### src/hdl/cpu_fifo_port_pkg.sv
// Shared constants and types for the CPU FIFO and bit-bang port.
package cpu_fifo_port_pkg;

  localparam int PIN_W = 8;

  // Register select values on the single address bit.
  localparam logic REG_DATA_PIPE = 1'b0;
  localparam logic REG_PORT_STATUS = 1'b1;

  // Status byte field positions; the upper nibble reads as zero.
  localparam int ST_RX_DATA_AVAILABLE = 0;
  localparam int ST_TX_SPACE_AVAILABLE = 1;
  localparam int ST_SUSPEND = 2;
  localparam int ST_CONFIGURED = 3;

  // Bit-mode command values.
  localparam logic [7:0] BITMODE_RESET = 8'h00;
  localparam logic [7:0] BITMODE_ASYNC = 8'h01;
  localparam logic [7:0] BITMODE_SYNC = 8'h04;

  // Reset values.
  localparam logic [PIN_W-1:0] PIN_OUT_RESET = 8'h00;
  localparam logic [PIN_W-1:0] DIR_RESET = 8'h00;
  localparam logic [3:0] CTL_IDLE = 4'hf;

  typedef enum logic [2:0]
  {
    MODE_BASE = 3'b001,
    MODE_ASYNC_BB = 3'b010,
    MODE_SYNC_BB = 3'b100
  } mode_e;

  // One state per step of a synchronous bit-bang byte.
  typedef enum logic [6:0]
  {
    SEQ_IDLE = 7'b0000001,
    SEQ_READ = 7'b0000010,
    SEQ_SEND = 7'b0000100,
    SEQ_CHANGE = 7'b0001000,
    SEQ_SETUP = 7'b0010000,
    SEQ_UPDATE = 7'b0100000,
    SEQ_UPDATE_END = 7'b1000000
  } seq_state_e;

endpackage

### src/hdl/pin_filter.sv
// Three-stage input synchroniser with second/third stage agreement filter.
`timescale 1ns/100ps
module pin_filter
#(
  parameter int W = 1,
  parameter logic [W-1:0] INIT = '0
)
(
  // Clock and reset
  input wire logic clock,
  input wire logic reset_n,
  // Asynchronous pins in, filtered level out
  input wire logic [W-1:0] raw,
  output logic [W-1:0] level
);

  logic [W-1:0] s1_q;
  logic [W-1:0] s2_q;
  logic [W-1:0] s3_q;
  logic [W-1:0] level_q;
  logic [W-1:0] level_d;

  // A bit moves only once the two settled stages agree on it.
  always_comb
  begin
    level_d = (~(s2_q ^ s3_q) & s3_q) | ((s2_q ^ s3_q) & level_q);
  end

  always_ff @(posedge clock or negedge reset_n)
  begin
    if (!reset_n)
    begin
      s1_q <= INIT;
      s2_q <= INIT;
      s3_q <= INIT;
      level_q <= INIT;
    end
    else
    begin
      s1_q <= raw;
      s2_q <= s1_q;
      s3_q <= s2_q;
      level_q <= level_d;
    end
  end

  assign level = level_q;

endmodule

### src/hdl/sync_bb_seq.sv
// Step sequencer for one synchronous bit-bang byte.
`timescale 1ns/100ps
module sync_bb_seq
  import cpu_fifo_port_pkg::*;
(
  // Clock and reset
  input wire logic clock,
  input wire logic reset_n,
  // Conditions
  input wire logic enable,
  input wire logic rx_valid,
  input wire logic tx_ready,
  // Step requests, decoded from the current state
  output logic pop_req,
  output logic capture_req,
  output logic push_req,
  output logic load_req,
  output logic sample_high,
  output logic update_low
);

  seq_state_e state_q;
  seq_state_e state_d;

  always_comb
  begin
    state_d = state_q;
    case (state_q)
      SEQ_IDLE:
      begin
        // A byte is taken only when its sample has room upstream.
        if (enable && rx_valid && tx_ready)
          state_d = SEQ_READ;
      end
      SEQ_READ: state_d = SEQ_SEND;
      SEQ_SEND: state_d = SEQ_CHANGE;
      SEQ_CHANGE: state_d = SEQ_SETUP;
      SEQ_SETUP: state_d = SEQ_UPDATE;
      SEQ_UPDATE: state_d = SEQ_UPDATE_END;
      SEQ_UPDATE_END: state_d = SEQ_IDLE;
      default: state_d = SEQ_IDLE;
    endcase
    if (!enable)
      state_d = SEQ_IDLE;
  end

  always_ff @(posedge clock or negedge reset_n)
  begin
    if (!reset_n)
      state_q <= SEQ_IDLE;
    else
      state_q <= state_d;
  end

  // Pins are read before the new byte is applied.
  assign capture_req = (state_q == SEQ_READ);
  assign pop_req = (state_q == SEQ_READ);
  assign push_req = (state_q == SEQ_SEND);
  assign sample_high = (state_q == SEQ_SEND);
  assign load_req = (state_q == SEQ_CHANGE);
  assign update_low = (state_q == SEQ_UPDATE);

endmodule

### src/hdl/cpu_fifo_and_bitbang_port.sv
// Parallel port of one bridge channel: CPU-style FIFO and bit-bang modes.
`timescale 1ns/100ps
module cpu_fifo_and_bitbang_port
  import cpu_fifo_port_pkg::*;
(
  // Clock and reset
  input wire logic clock,
  input wire logic reset_n,
  // Configuration strap, taken once after reset
  input wire logic cpu_fifo_strap,
  // Processor bus pins
  input wire logic cs_n,
  input wire logic register_select_bit,
  input wire logic rd_n,
  input wire logic wr_n,
  // Shared data and bit-bang pins
  input wire logic [cpu_fifo_port_pkg::PIN_W-1:0] pin_in,
  output logic [cpu_fifo_port_pkg::PIN_W-1:0] pin_out,
  output logic [cpu_fifo_port_pkg::PIN_W-1:0] pin_oe,
  // Bit-bang strobes
  output logic pin_sample_strobe_n,
  output logic pin_update_strobe_n,
  // Receive FIFO (host to pins)
  input wire logic rx_valid,
  input wire logic [7:0] rx_data,
  output logic rx_ready,
  // Transmit FIFO (pins to host)
  input wire logic tx_ready,
  output logic tx_valid,
  output logic [7:0] tx_data,
  output logic send_immediate,
  // Bus state and commands from the USB side
  input wire logic usb_suspend,
  input wire logic usb_configured,
  input wire logic bitmode_valid,
  input wire logic [7:0] bitmode_value,
  input wire logic [cpu_fifo_port_pkg::PIN_W-1:0] bitmode_dir_mask,
  input wire logic baud_tick
);

  import cpu_fifo_port_pkg::*;

  ////////////////////////////////////////////////////////////////////////////
  // Pin synchronisers

  logic [3:0] ctl_f;
  logic [PIN_W-1:0] pin_f;
  logic cs_f;
  logic a0_f;
  logic rd_f;
  logic wr_f;

  pin_filter #(.W(4), .INIT(CTL_IDLE)) u_ctl_filter
  (
    .clock(clock),
    .reset_n(reset_n),
    .raw({cs_n, register_select_bit, rd_n, wr_n}),
    .level(ctl_f)
  );

  pin_filter #(.W(PIN_W), .INIT(PIN_OUT_RESET)) u_pin_filter
  (
    .clock(clock),
    .reset_n(reset_n),
    .raw(pin_in),
    .level(pin_f)
  );

  assign cs_f = ctl_f[3];
  assign a0_f = ctl_f[2];
  assign rd_f = ctl_f[1];
  assign wr_f = ctl_f[0];

  ////////////////////////////////////////////////////////////////////////////
  // Mode and direction state

  mode_e mode_q;
  mode_e mode_d;
  logic cfg_done_q;
  logic cfg_done_d;
  logic cpu_mode_q;
  logic cpu_mode_d;
  logic [PIN_W-1:0] dir_q;
  logic [PIN_W-1:0] dir_d;

  always_comb
  begin
    mode_d = mode_q;
    dir_d = dir_q;
    cfg_done_d = 1'b1;
    cpu_mode_d = cpu_mode_q;
    // The strap is caught once, on the first edge after reset release.
    if (!cfg_done_q)
      cpu_mode_d = cpu_fifo_strap;
    if (bitmode_valid)
    begin
      dir_d = bitmode_dir_mask;
      case (bitmode_value)
        BITMODE_ASYNC: mode_d = MODE_ASYNC_BB;
        BITMODE_SYNC: mode_d = MODE_SYNC_BB;
        BITMODE_RESET: mode_d = MODE_BASE;
        default: mode_d = mode_q;
      endcase
    end
  end

  always_ff @(posedge clock or negedge reset_n)
  begin
    if (!reset_n)
    begin
      mode_q <= MODE_BASE;
      cfg_done_q <= 1'b0;
      cpu_mode_q <= 1'b0;
      dir_q <= DIR_RESET;
    end
    else
    begin
      mode_q <= mode_d;
      cfg_done_q <= cfg_done_d;
      cpu_mode_q <= cpu_mode_d;
      dir_q <= dir_d;
    end
  end

  ////////////////////////////////////////////////////////////////////////////
  // Synchronous bit-bang sequencer

  logic sbb_en;
  logic abb_en;
  logic cpu_en;
  logic seq_pop;
  logic seq_capture;
  logic seq_push;
  logic seq_load;
  logic seq_sample_high;
  logic seq_update_low;

  assign sbb_en = (mode_q == MODE_SYNC_BB);
  assign abb_en = (mode_q == MODE_ASYNC_BB);
  assign cpu_en = (mode_q == MODE_BASE) && cpu_mode_q;

  sync_bb_seq u_seq
  (
    .clock(clock),
    .reset_n(reset_n),
    .enable(sbb_en),
    .rx_valid(rx_valid),
    .tx_ready(tx_ready),
    .pop_req(seq_pop),
    .capture_req(seq_capture),
    .push_req(seq_push),
    .load_req(seq_load),
    .sample_high(seq_sample_high),
    .update_low(seq_update_low)
  );

  ////////////////////////////////////////////////////////////////////////////
  // Data path and strobes

  logic rd_prev_q;
  logic wr_prev_q;
  logic rd_fall;
  logic rd_end;
  logic wr_rise;
  logic rx_take;
  logic [7:0] status_v;
  logic cpu_rd_act_q;
  logic cpu_rd_act_d;
  logic [7:0] cpu_dout_q;
  logic [7:0] cpu_dout_d;
  logic [PIN_W-1:0] bb_out_q;
  logic [PIN_W-1:0] bb_out_d;
  logic [7:0] hold_q;
  logic [7:0] hold_d;
  logic [PIN_W-1:0] sample_q;
  logic [PIN_W-1:0] sample_d;
  logic rx_ready_q;
  logic rx_ready_d;
  logic tx_valid_q;
  logic tx_valid_d;
  logic [7:0] tx_data_q;
  logic [7:0] tx_data_d;
  logic send_imm_q;
  logic send_imm_d;
  logic sample_n_q;
  logic sample_n_d;
  logic update_n_q;
  logic update_n_d;
  logic [PIN_W-1:0] pin_out_q;
  logic [PIN_W-1:0] pin_out_d;
  logic [PIN_W-1:0] pin_oe_q;
  logic [PIN_W-1:0] pin_oe_d;

  // Decoding waits for the filtered strobe edge, so select and address
  // have settled by then.
  assign rd_fall = cpu_en && !cs_f && rd_prev_q && !rd_f;
  assign rd_end = rd_f || cs_f;
  assign wr_rise = cpu_en && !cs_f && !wr_prev_q && wr_f;
  assign rx_take = rx_ready_q && rx_valid;

  always_comb
  begin
    status_v = 8'h00;
    status_v[ST_RX_DATA_AVAILABLE] = rx_valid;
    status_v[ST_TX_SPACE_AVAILABLE] = tx_ready;
    status_v[ST_SUSPEND] = usb_suspend;
    status_v[ST_CONFIGURED] = usb_configured;
  end

  always_comb
  begin
    cpu_rd_act_d = cpu_rd_act_q && !rd_end;
    cpu_dout_d = cpu_dout_q;
    bb_out_d = bb_out_q;
    hold_d = hold_q;
    sample_d = sample_q;
    rx_ready_d = 1'b0;
    tx_valid_d = 1'b0;
    tx_data_d = tx_data_q;
    send_imm_d = 1'b0;
    sample_n_d = 1'b1;
    update_n_d = 1'b1;
    if (cpu_en)
    begin
      if (rd_fall)
      begin
        cpu_rd_act_d = 1'b1;
        if (a0_f == REG_PORT_STATUS)
          cpu_dout_d = status_v;
        else
        begin
          // An empty pipe reads as zero and pops nothing.
          cpu_dout_d = 8'h00;
          rx_ready_d = rx_valid;
        end
      end
      if (rx_take)
        cpu_dout_d = rx_data;
      if (wr_rise && a0_f == REG_DATA_PIPE && tx_ready)
      begin
        tx_valid_d = 1'b1;
        tx_data_d = pin_f;
      end
      if (wr_rise && a0_f == REG_PORT_STATUS)
        send_imm_d = 1'b1;
    end
    else if (abb_en)
    begin
      // Each tick samples the pins and, with new data waiting, fetches it.
      if (baud_tick && rx_valid && !rx_ready_q)
        rx_ready_d = 1'b1;
      if (rx_take)
      begin
        bb_out_d = rx_data;
        update_n_d = 1'b0;
      end
      if (baud_tick)
      begin
        sample_n_d = 1'b0;
        if (tx_ready)
        begin
          tx_valid_d = 1'b1;
          tx_data_d = pin_f;
        end
      end
    end
    else if (sbb_en)
    begin
      rx_ready_d = seq_pop;
      if (rx_take)
        hold_d = rx_data;
      if (seq_capture)
        sample_d = pin_f;
      if (seq_push)
      begin
        tx_valid_d = 1'b1;
        tx_data_d = sample_q;
      end
      if (seq_load)
        bb_out_d = hold_q;
      // The sample strobe rests low here and rises once per byte.
      sample_n_d = seq_sample_high;
      update_n_d = !seq_update_low;
    end
  end

  // Each pin picks its own direction; CPU reads drive the whole byte.
  for (genvar g = 0; g < PIN_W; g++)
  begin : g_pin
    assign pin_out_d[g] = cpu_en ? cpu_dout_q[g] :
                          (abb_en || sbb_en) ? bb_out_q[g] : 1'b0;
    assign pin_oe_d[g] = cpu_en ? cpu_rd_act_q :
                         (abb_en || sbb_en) ? dir_q[g] : 1'b0;
  end

  always_ff @(posedge clock or negedge reset_n)
  begin
    if (!reset_n)
    begin
      rd_prev_q <= 1'b1;
      wr_prev_q <= 1'b1;
      cpu_rd_act_q <= 1'b0;
      cpu_dout_q <= 8'h00;
      bb_out_q <= PIN_OUT_RESET;
      hold_q <= 8'h00;
      sample_q <= PIN_OUT_RESET;
      rx_ready_q <= 1'b0;
      tx_valid_q <= 1'b0;
      tx_data_q <= 8'h00;
      send_imm_q <= 1'b0;
      sample_n_q <= 1'b1;
      update_n_q <= 1'b1;
      pin_out_q <= PIN_OUT_RESET;
      pin_oe_q <= DIR_RESET;
    end
    else
    begin
      rd_prev_q <= rd_f;
      wr_prev_q <= wr_f;
      cpu_rd_act_q <= cpu_rd_act_d;
      cpu_dout_q <= cpu_dout_d;
      bb_out_q <= bb_out_d;
      hold_q <= hold_d;
      sample_q <= sample_d;
      rx_ready_q <= rx_ready_d;
      tx_valid_q <= tx_valid_d;
      tx_data_q <= tx_data_d;
      send_imm_q <= send_imm_d;
      sample_n_q <= sample_n_d;
      update_n_q <= update_n_d;
      pin_out_q <= pin_out_d;
      pin_oe_q <= pin_oe_d;
    end
  end

  assign pin_out = pin_out_q;
  assign pin_oe = pin_oe_q;
  assign pin_sample_strobe_n = sample_n_q;
  assign pin_update_strobe_n = update_n_q;
  assign rx_ready = rx_ready_q;
  assign tx_valid = tx_valid_q;
  assign tx_data = tx_data_q;
  assign send_immediate = send_imm_q;
endmodule

### config.mk
export PLATFORM = sky130hd
export DESIGN_NAME = cpu_fifo_and_bitbang_port
export DESIGN_NICKNAME = d
export VERILOG_FILES = /design/src/hdl/cpu_fifo_port_pkg.sv /design/src/hdl/pin_filter.sv /design/src/hdl/sync_bb_seq.sv /design/src/hdl/cpu_fifo_and_bitbang_port.sv
export SDC_FILE = /design/constraint.sdc
export NUM_CORES = 1
export LEC_CHECK = 0
export ABC_AREA = 1
export BUFFER_PORTS_ARGS = -buffer_cell sky130_fd_sc_hd__buf_2
export CAP_MARGIN = 20
export CORE_MARGIN = 5
export CORE_UTILIZATION = 36
export DETAILED_ROUTE_END_ITERATION = 10
export HOLD_SLACK_MARGIN = 0.06
export PLACE_DENSITY = 0.66
export SLEW_MARGIN = 20
export SYNTH_ARGS = -nofsm -noshare
export SYNTH_HDL_FRONTEND = slang
export SYNTH_SLANG_ARGS = --single-unit
### constraint.sdc
create_clock -name clock -period 1.7 [get_ports clock]
set_input_delay 0.255 -clock clock [delete_from_list [all_inputs] [get_ports clock]]
set_output_delay 0.255 -clock clock [all_outputs]
set_load 0.005 [all_outputs]
==> implementation parameters <==
Parameter                              Value

Setup path
  Required time at the endpoint of the critical path ... 1990 ps
  CP Capture Type ... register
  Critical path startpoint category ... register
  Type of the worst setup path ... reg -> reg
  Largest fanout on the critical path ... 6
  Arrival time reported for the critical path endpoint ... 1880 ps

Floorplan
  Count of pins on the block boundary ... 74
  Die outline area ... 0.01637 mm2
  Vertical extent of the die ... 128.0 um
  Starting utilization of the core area ... 36.36%
  Area of the placeable core ... 0.01377 mm2
  Horizontal extent of the die ... 128.0 um
  Placement row count ... 43

Yosys
  Sequential share of the synthesized area ... 66.50%
  Synthesized-area fraction occupied by and/or/nand/nor cells ... 19.86%
  List of most frequent post-synthesis cells ... sky130_fd_sc_hd__nand2_1, sky130_fd_sc_hd__dfrtp_1, sky130_fd_sc_hd__o21ai_0, sky130_fd_sc_hd__inv_1, sky130_fd_sc_hd__nand3_1
  Leading area contributor after synthesis ... sky130_fd_sc_hd__dfrtp_1
  Dominant synthesized flop cell ... sky130_fd_sc_hd__dfrtp_1
  Most repeated cell in the gate-level netlist after synthesis ... sky130_fd_sc_hd__nand2_1
  Post-synthesis instance total ... 483
  Portion of synthesized cell area occupied by the leading cell type ... 54.96%
  Synth warn ... 0
  Multiplexer share of the synthesized area ... 0.2248%
  Post-synth net total ... 528
  Summed instance area of the synthesized netlist ... 0.005009 mm2
  Number of synthesized flops with an enable pin ... 0
  Number of different library cells in the post-synthesis netlist ... 28
  Largest family of logic cells by synthesized area ... simple AND/OR/NAND/NOR gates
  Post-synthesis average cell area ... 10.37 um2
  Ys async rst share ... 100.0%
  FF+latch count, synth ... 132
  Fraction of the mapped netlist area in compound gates ... 6.420%
  Xor/xnor cell area share of the yosys netlist ... 0%
  Adder-cell area share of the yosys netlist ... 2.398%
  Largest cells by area after synthesis ... sky130_fd_sc_hd__dfrtp_1, sky130_fd_sc_hd__dfstp_2, sky130_fd_sc_hd__nand2_1

Cells and area
  Synth-to-Final Area Change ... 29.05%
  Filler Cell Count ... 1,272
  Ratio of cells with drive above 1 in the final layout ... 26.26%
  Net count, final ... 646
  Final cell area excluding filler cells ... 0.006464 mm2
  Number of inserted diodes ... 0

Clock tree
  Depth of the CTS H-tree ... 4
  CTS Root Cell ... sky130_fd_sc_hd__clkbuf_16
  Clock transition at the register clock pins on the worst setup and hold paths after CTS ... 60 ps
  CTS tree ... built
  Worst skew pair latency ... 420 ps
  Clock buffer count from CTS ... 17
  TritonCTS Sinks ... 132
  Worst-case clock buffer depth ... 2

STA
  Largest clock skew in the final design ... 13.15 ps
  Part of the cycle the worst path needs ... 93.70%
  Setup repair after global routing missed its margin ... no
  Hold Slack ... 79.48 ps
  Clock period minus final worst setup slack ... 1593 ps
  Setup TNS ... 0 ps
  Final hold violation count ... 0
  Fmax ... 627.8 MHz
  Setup-violating endpoint count in the final report ... 0
  Max-slew violation total from the final report ... 0

GRT
  Overall overflow remaining after global route ... 0
  Number of antenna violations at the first check in global routing ... 0
  First-pass GRT wire length ... 18.26 mm
  Vias in the first global route ... 3,773
  Total routing resource utilization after global routing ... 14.15%
  Largest net degree at the start of global routing ... 78

Placement
  Instance area at placement ... 0.005609 mm2
  # port buffers ... 73
  Half-perimeter wire length after detailed placement ... 7.487 mm
  Placer Congestion ... 0.8684

Job
  Max-capacitance violation count ... 0

Power and ir drop
  Worst supply voltage drop on vdd ... 0.8676 mV
  Standby leakage power ... 3.273 nW
  Post-layout power ... 7.566 mW
  PwrDens ... 1171 mW/mm2

Hold path
  Worst hold-check path type ... in -> reg

Routing
  Aggregate routed wire length ... 10.86 mm
  Number of antenna-violating nets in the routed design ... 0
  Post-DR wirelength/cell ... 13.69 um
  Post-route DRC violation count ... 0
  Number of DRC violations after detailed-routing iteration 0 ... 369
  Via/cell ratio ... 4.682
  Detailed-router iteration count before antenna repair ... 6
  Via count ... 3,713

Outcome
  Status ... complete, no violations
==> cells by family after synthesis <==
logic type / Yosys count
other: 1
AO/OA/AOI/OAI: 64
buffers and inverters: 56
multiplexers: 1
adder cells (fa/ha/maj): 12
flip-flops: 132
AND/OR/NAND/NOR: 217
==> registers in the layout (all words and copies together) (netlist names), 3 cells and up, named ones only <==
name	cells
u_pin_filter.s3_q	8
u_seq.state_q	7
u_pin_filter.s1_q	8
u_ctl_filter.s2_q	4
u_pin_filter.s2_q	8
pin_oe	8
sample_q	8
cpu_dout_q	8
tx_data	8
mode_q	3
u_ctl_filter.s1_q	4
hold_q	8
dir_q	8
u_ctl_filter.s3_q	4
bb_out_q	8
pin_out	8
==> routing by layer <==
layer / up-vias / track usage [%] / share of wire, %
li1: 1794 / - / -
met1: 1777 / 17.28 / 42
met2: 120 / 22.80 / 49
met3: 22 / 4.417 / 6.1
met4: 0 / 6.804 / 2.1
met5: - / 0 / 0
==> metrics by stage <==
stage          worst slack (ps)  util (%)  std cells
2_1_floorplan             358.4         -        483
3_3_place_gp              155.1     40.72        734
3_5_place_dp              69.18     40.72        734
4_1_cts                   53.74     46.53        786
5_1_grt                   12.95     46.93        793
6_report                  107.1     46.93        793
==> cells in the final DEF, fill, tap and decap left out, types with 5 or more instances in the layout <==
| cell | n |
|---|---|
| sky130_fd_sc_hd__dfrtp_1 | 110 |
| sky130_fd_sc_hd__maj3_1 | 12 |
| sky130_fd_sc_hd__nand2_2 | 7 |
| sky130_fd_sc_hd__nor2_1 | 24 |
| sky130_fd_sc_hd__o21ai_0 | 56 |
| sky130_fd_sc_hd__nand4_1 | 8 |
| sky130_fd_sc_hd__clkinv_4 | 5 |
| sky130_fd_sc_hd__dlygate4sd3_1 | 21 |
| sky130_fd_sc_hd__nand3_1 | 35 |
| sky130_fd_sc_hd__dfstp_2 | 22 |
| sky130_fd_sc_hd__buf_2 | 72 |
| sky130_fd_sc_hd__inv_1 | 45 |
| sky130_fd_sc_hd__nand2_1 | 130 |
| sky130_fd_sc_hd__clkbuf_16 | 17 |
| sky130_fd_sc_hd__buf_4 | 12 |
==> area by class of cell <==
| type | instances | area (um2) | share of cell area, % |
|---|---|---|---|
| clock inverter | 13 | 150.1 | 2.323 |
| clock buffer | 18 | 439.2 | 6.794 |
| tap | 180 | 225.2 | 3.484 |
| inverter | 49 | 183.9 | 2.846 |
| sequential | 132 | 3331 | 51.53 |
| timing repair buffer | 106 | 680.7 | 10.53 |
| multi-input combinational | 295 | 1454 | 22.49 |
==> worst max-delay path: stages (launching register included) <==
cell	delay, ps
sky130_fd_sc_hd__dfstp_2	530
sky130_fd_sc_hd__nand2_1	90
sky130_fd_sc_hd__inv_1	80
sky130_fd_sc_hd__nand2_2	100
sky130_fd_sc_hd__nor2_1	170
sky130_fd_sc_hd__nand3_2	170
sky130_fd_sc_hd__buf_4	190
sky130_fd_sc_hd__nand3_1	50
sky130_fd_sc_hd__o21ai_0	80
==> timing repair <==
| item | in CTS | in global routing |
|---|---|---|
| setup endpoints to repair | 0 | 18 |
| hold endpoints to repair | 39 | 0 |
| setup buffers | 0 | 7 |
| hold buffers | 21 | 0 |
| resized for setup | 0 | 1 |
==> where the power goes <==
part / switching, mW / internal, mW / leakage (nW) / total (mW)
logic: 0.327 / 0.221 / 1.32 / 0.549
registers: 0.0965 / 3.34 / 1.67 / 3.43
clock network: 1.38 / 2.21 / 0.283 / 3.58
total: 1.80 / 5.76 / 3.27 / 7.57
==> final timing paths <==
| path | slack (ps) | to | startpoint | cells after the start |
|---|---|---|---|---|
| max | 110 | cpu_dout_q[5] | mode_q[0] | 8 |
| min | 80 | cpu_mode_q | cpu_fifo_strap | 2 |
| max reg2reg | 110 | cpu_dout_q[5] | mode_q[0] | 8 |
| min reg2reg | 350 | u_pin_filter.s2_q[5] | u_pin_filter.s1_q[5] | 0 |
| max in group asynchronous | 710 | mode_q[0] | reset_n | 3 |
| min in group asynchronous | 270 | u_pin_filter.s1_q[1] | reset_n | 2 |
Power figures use the tool's default switching activity.
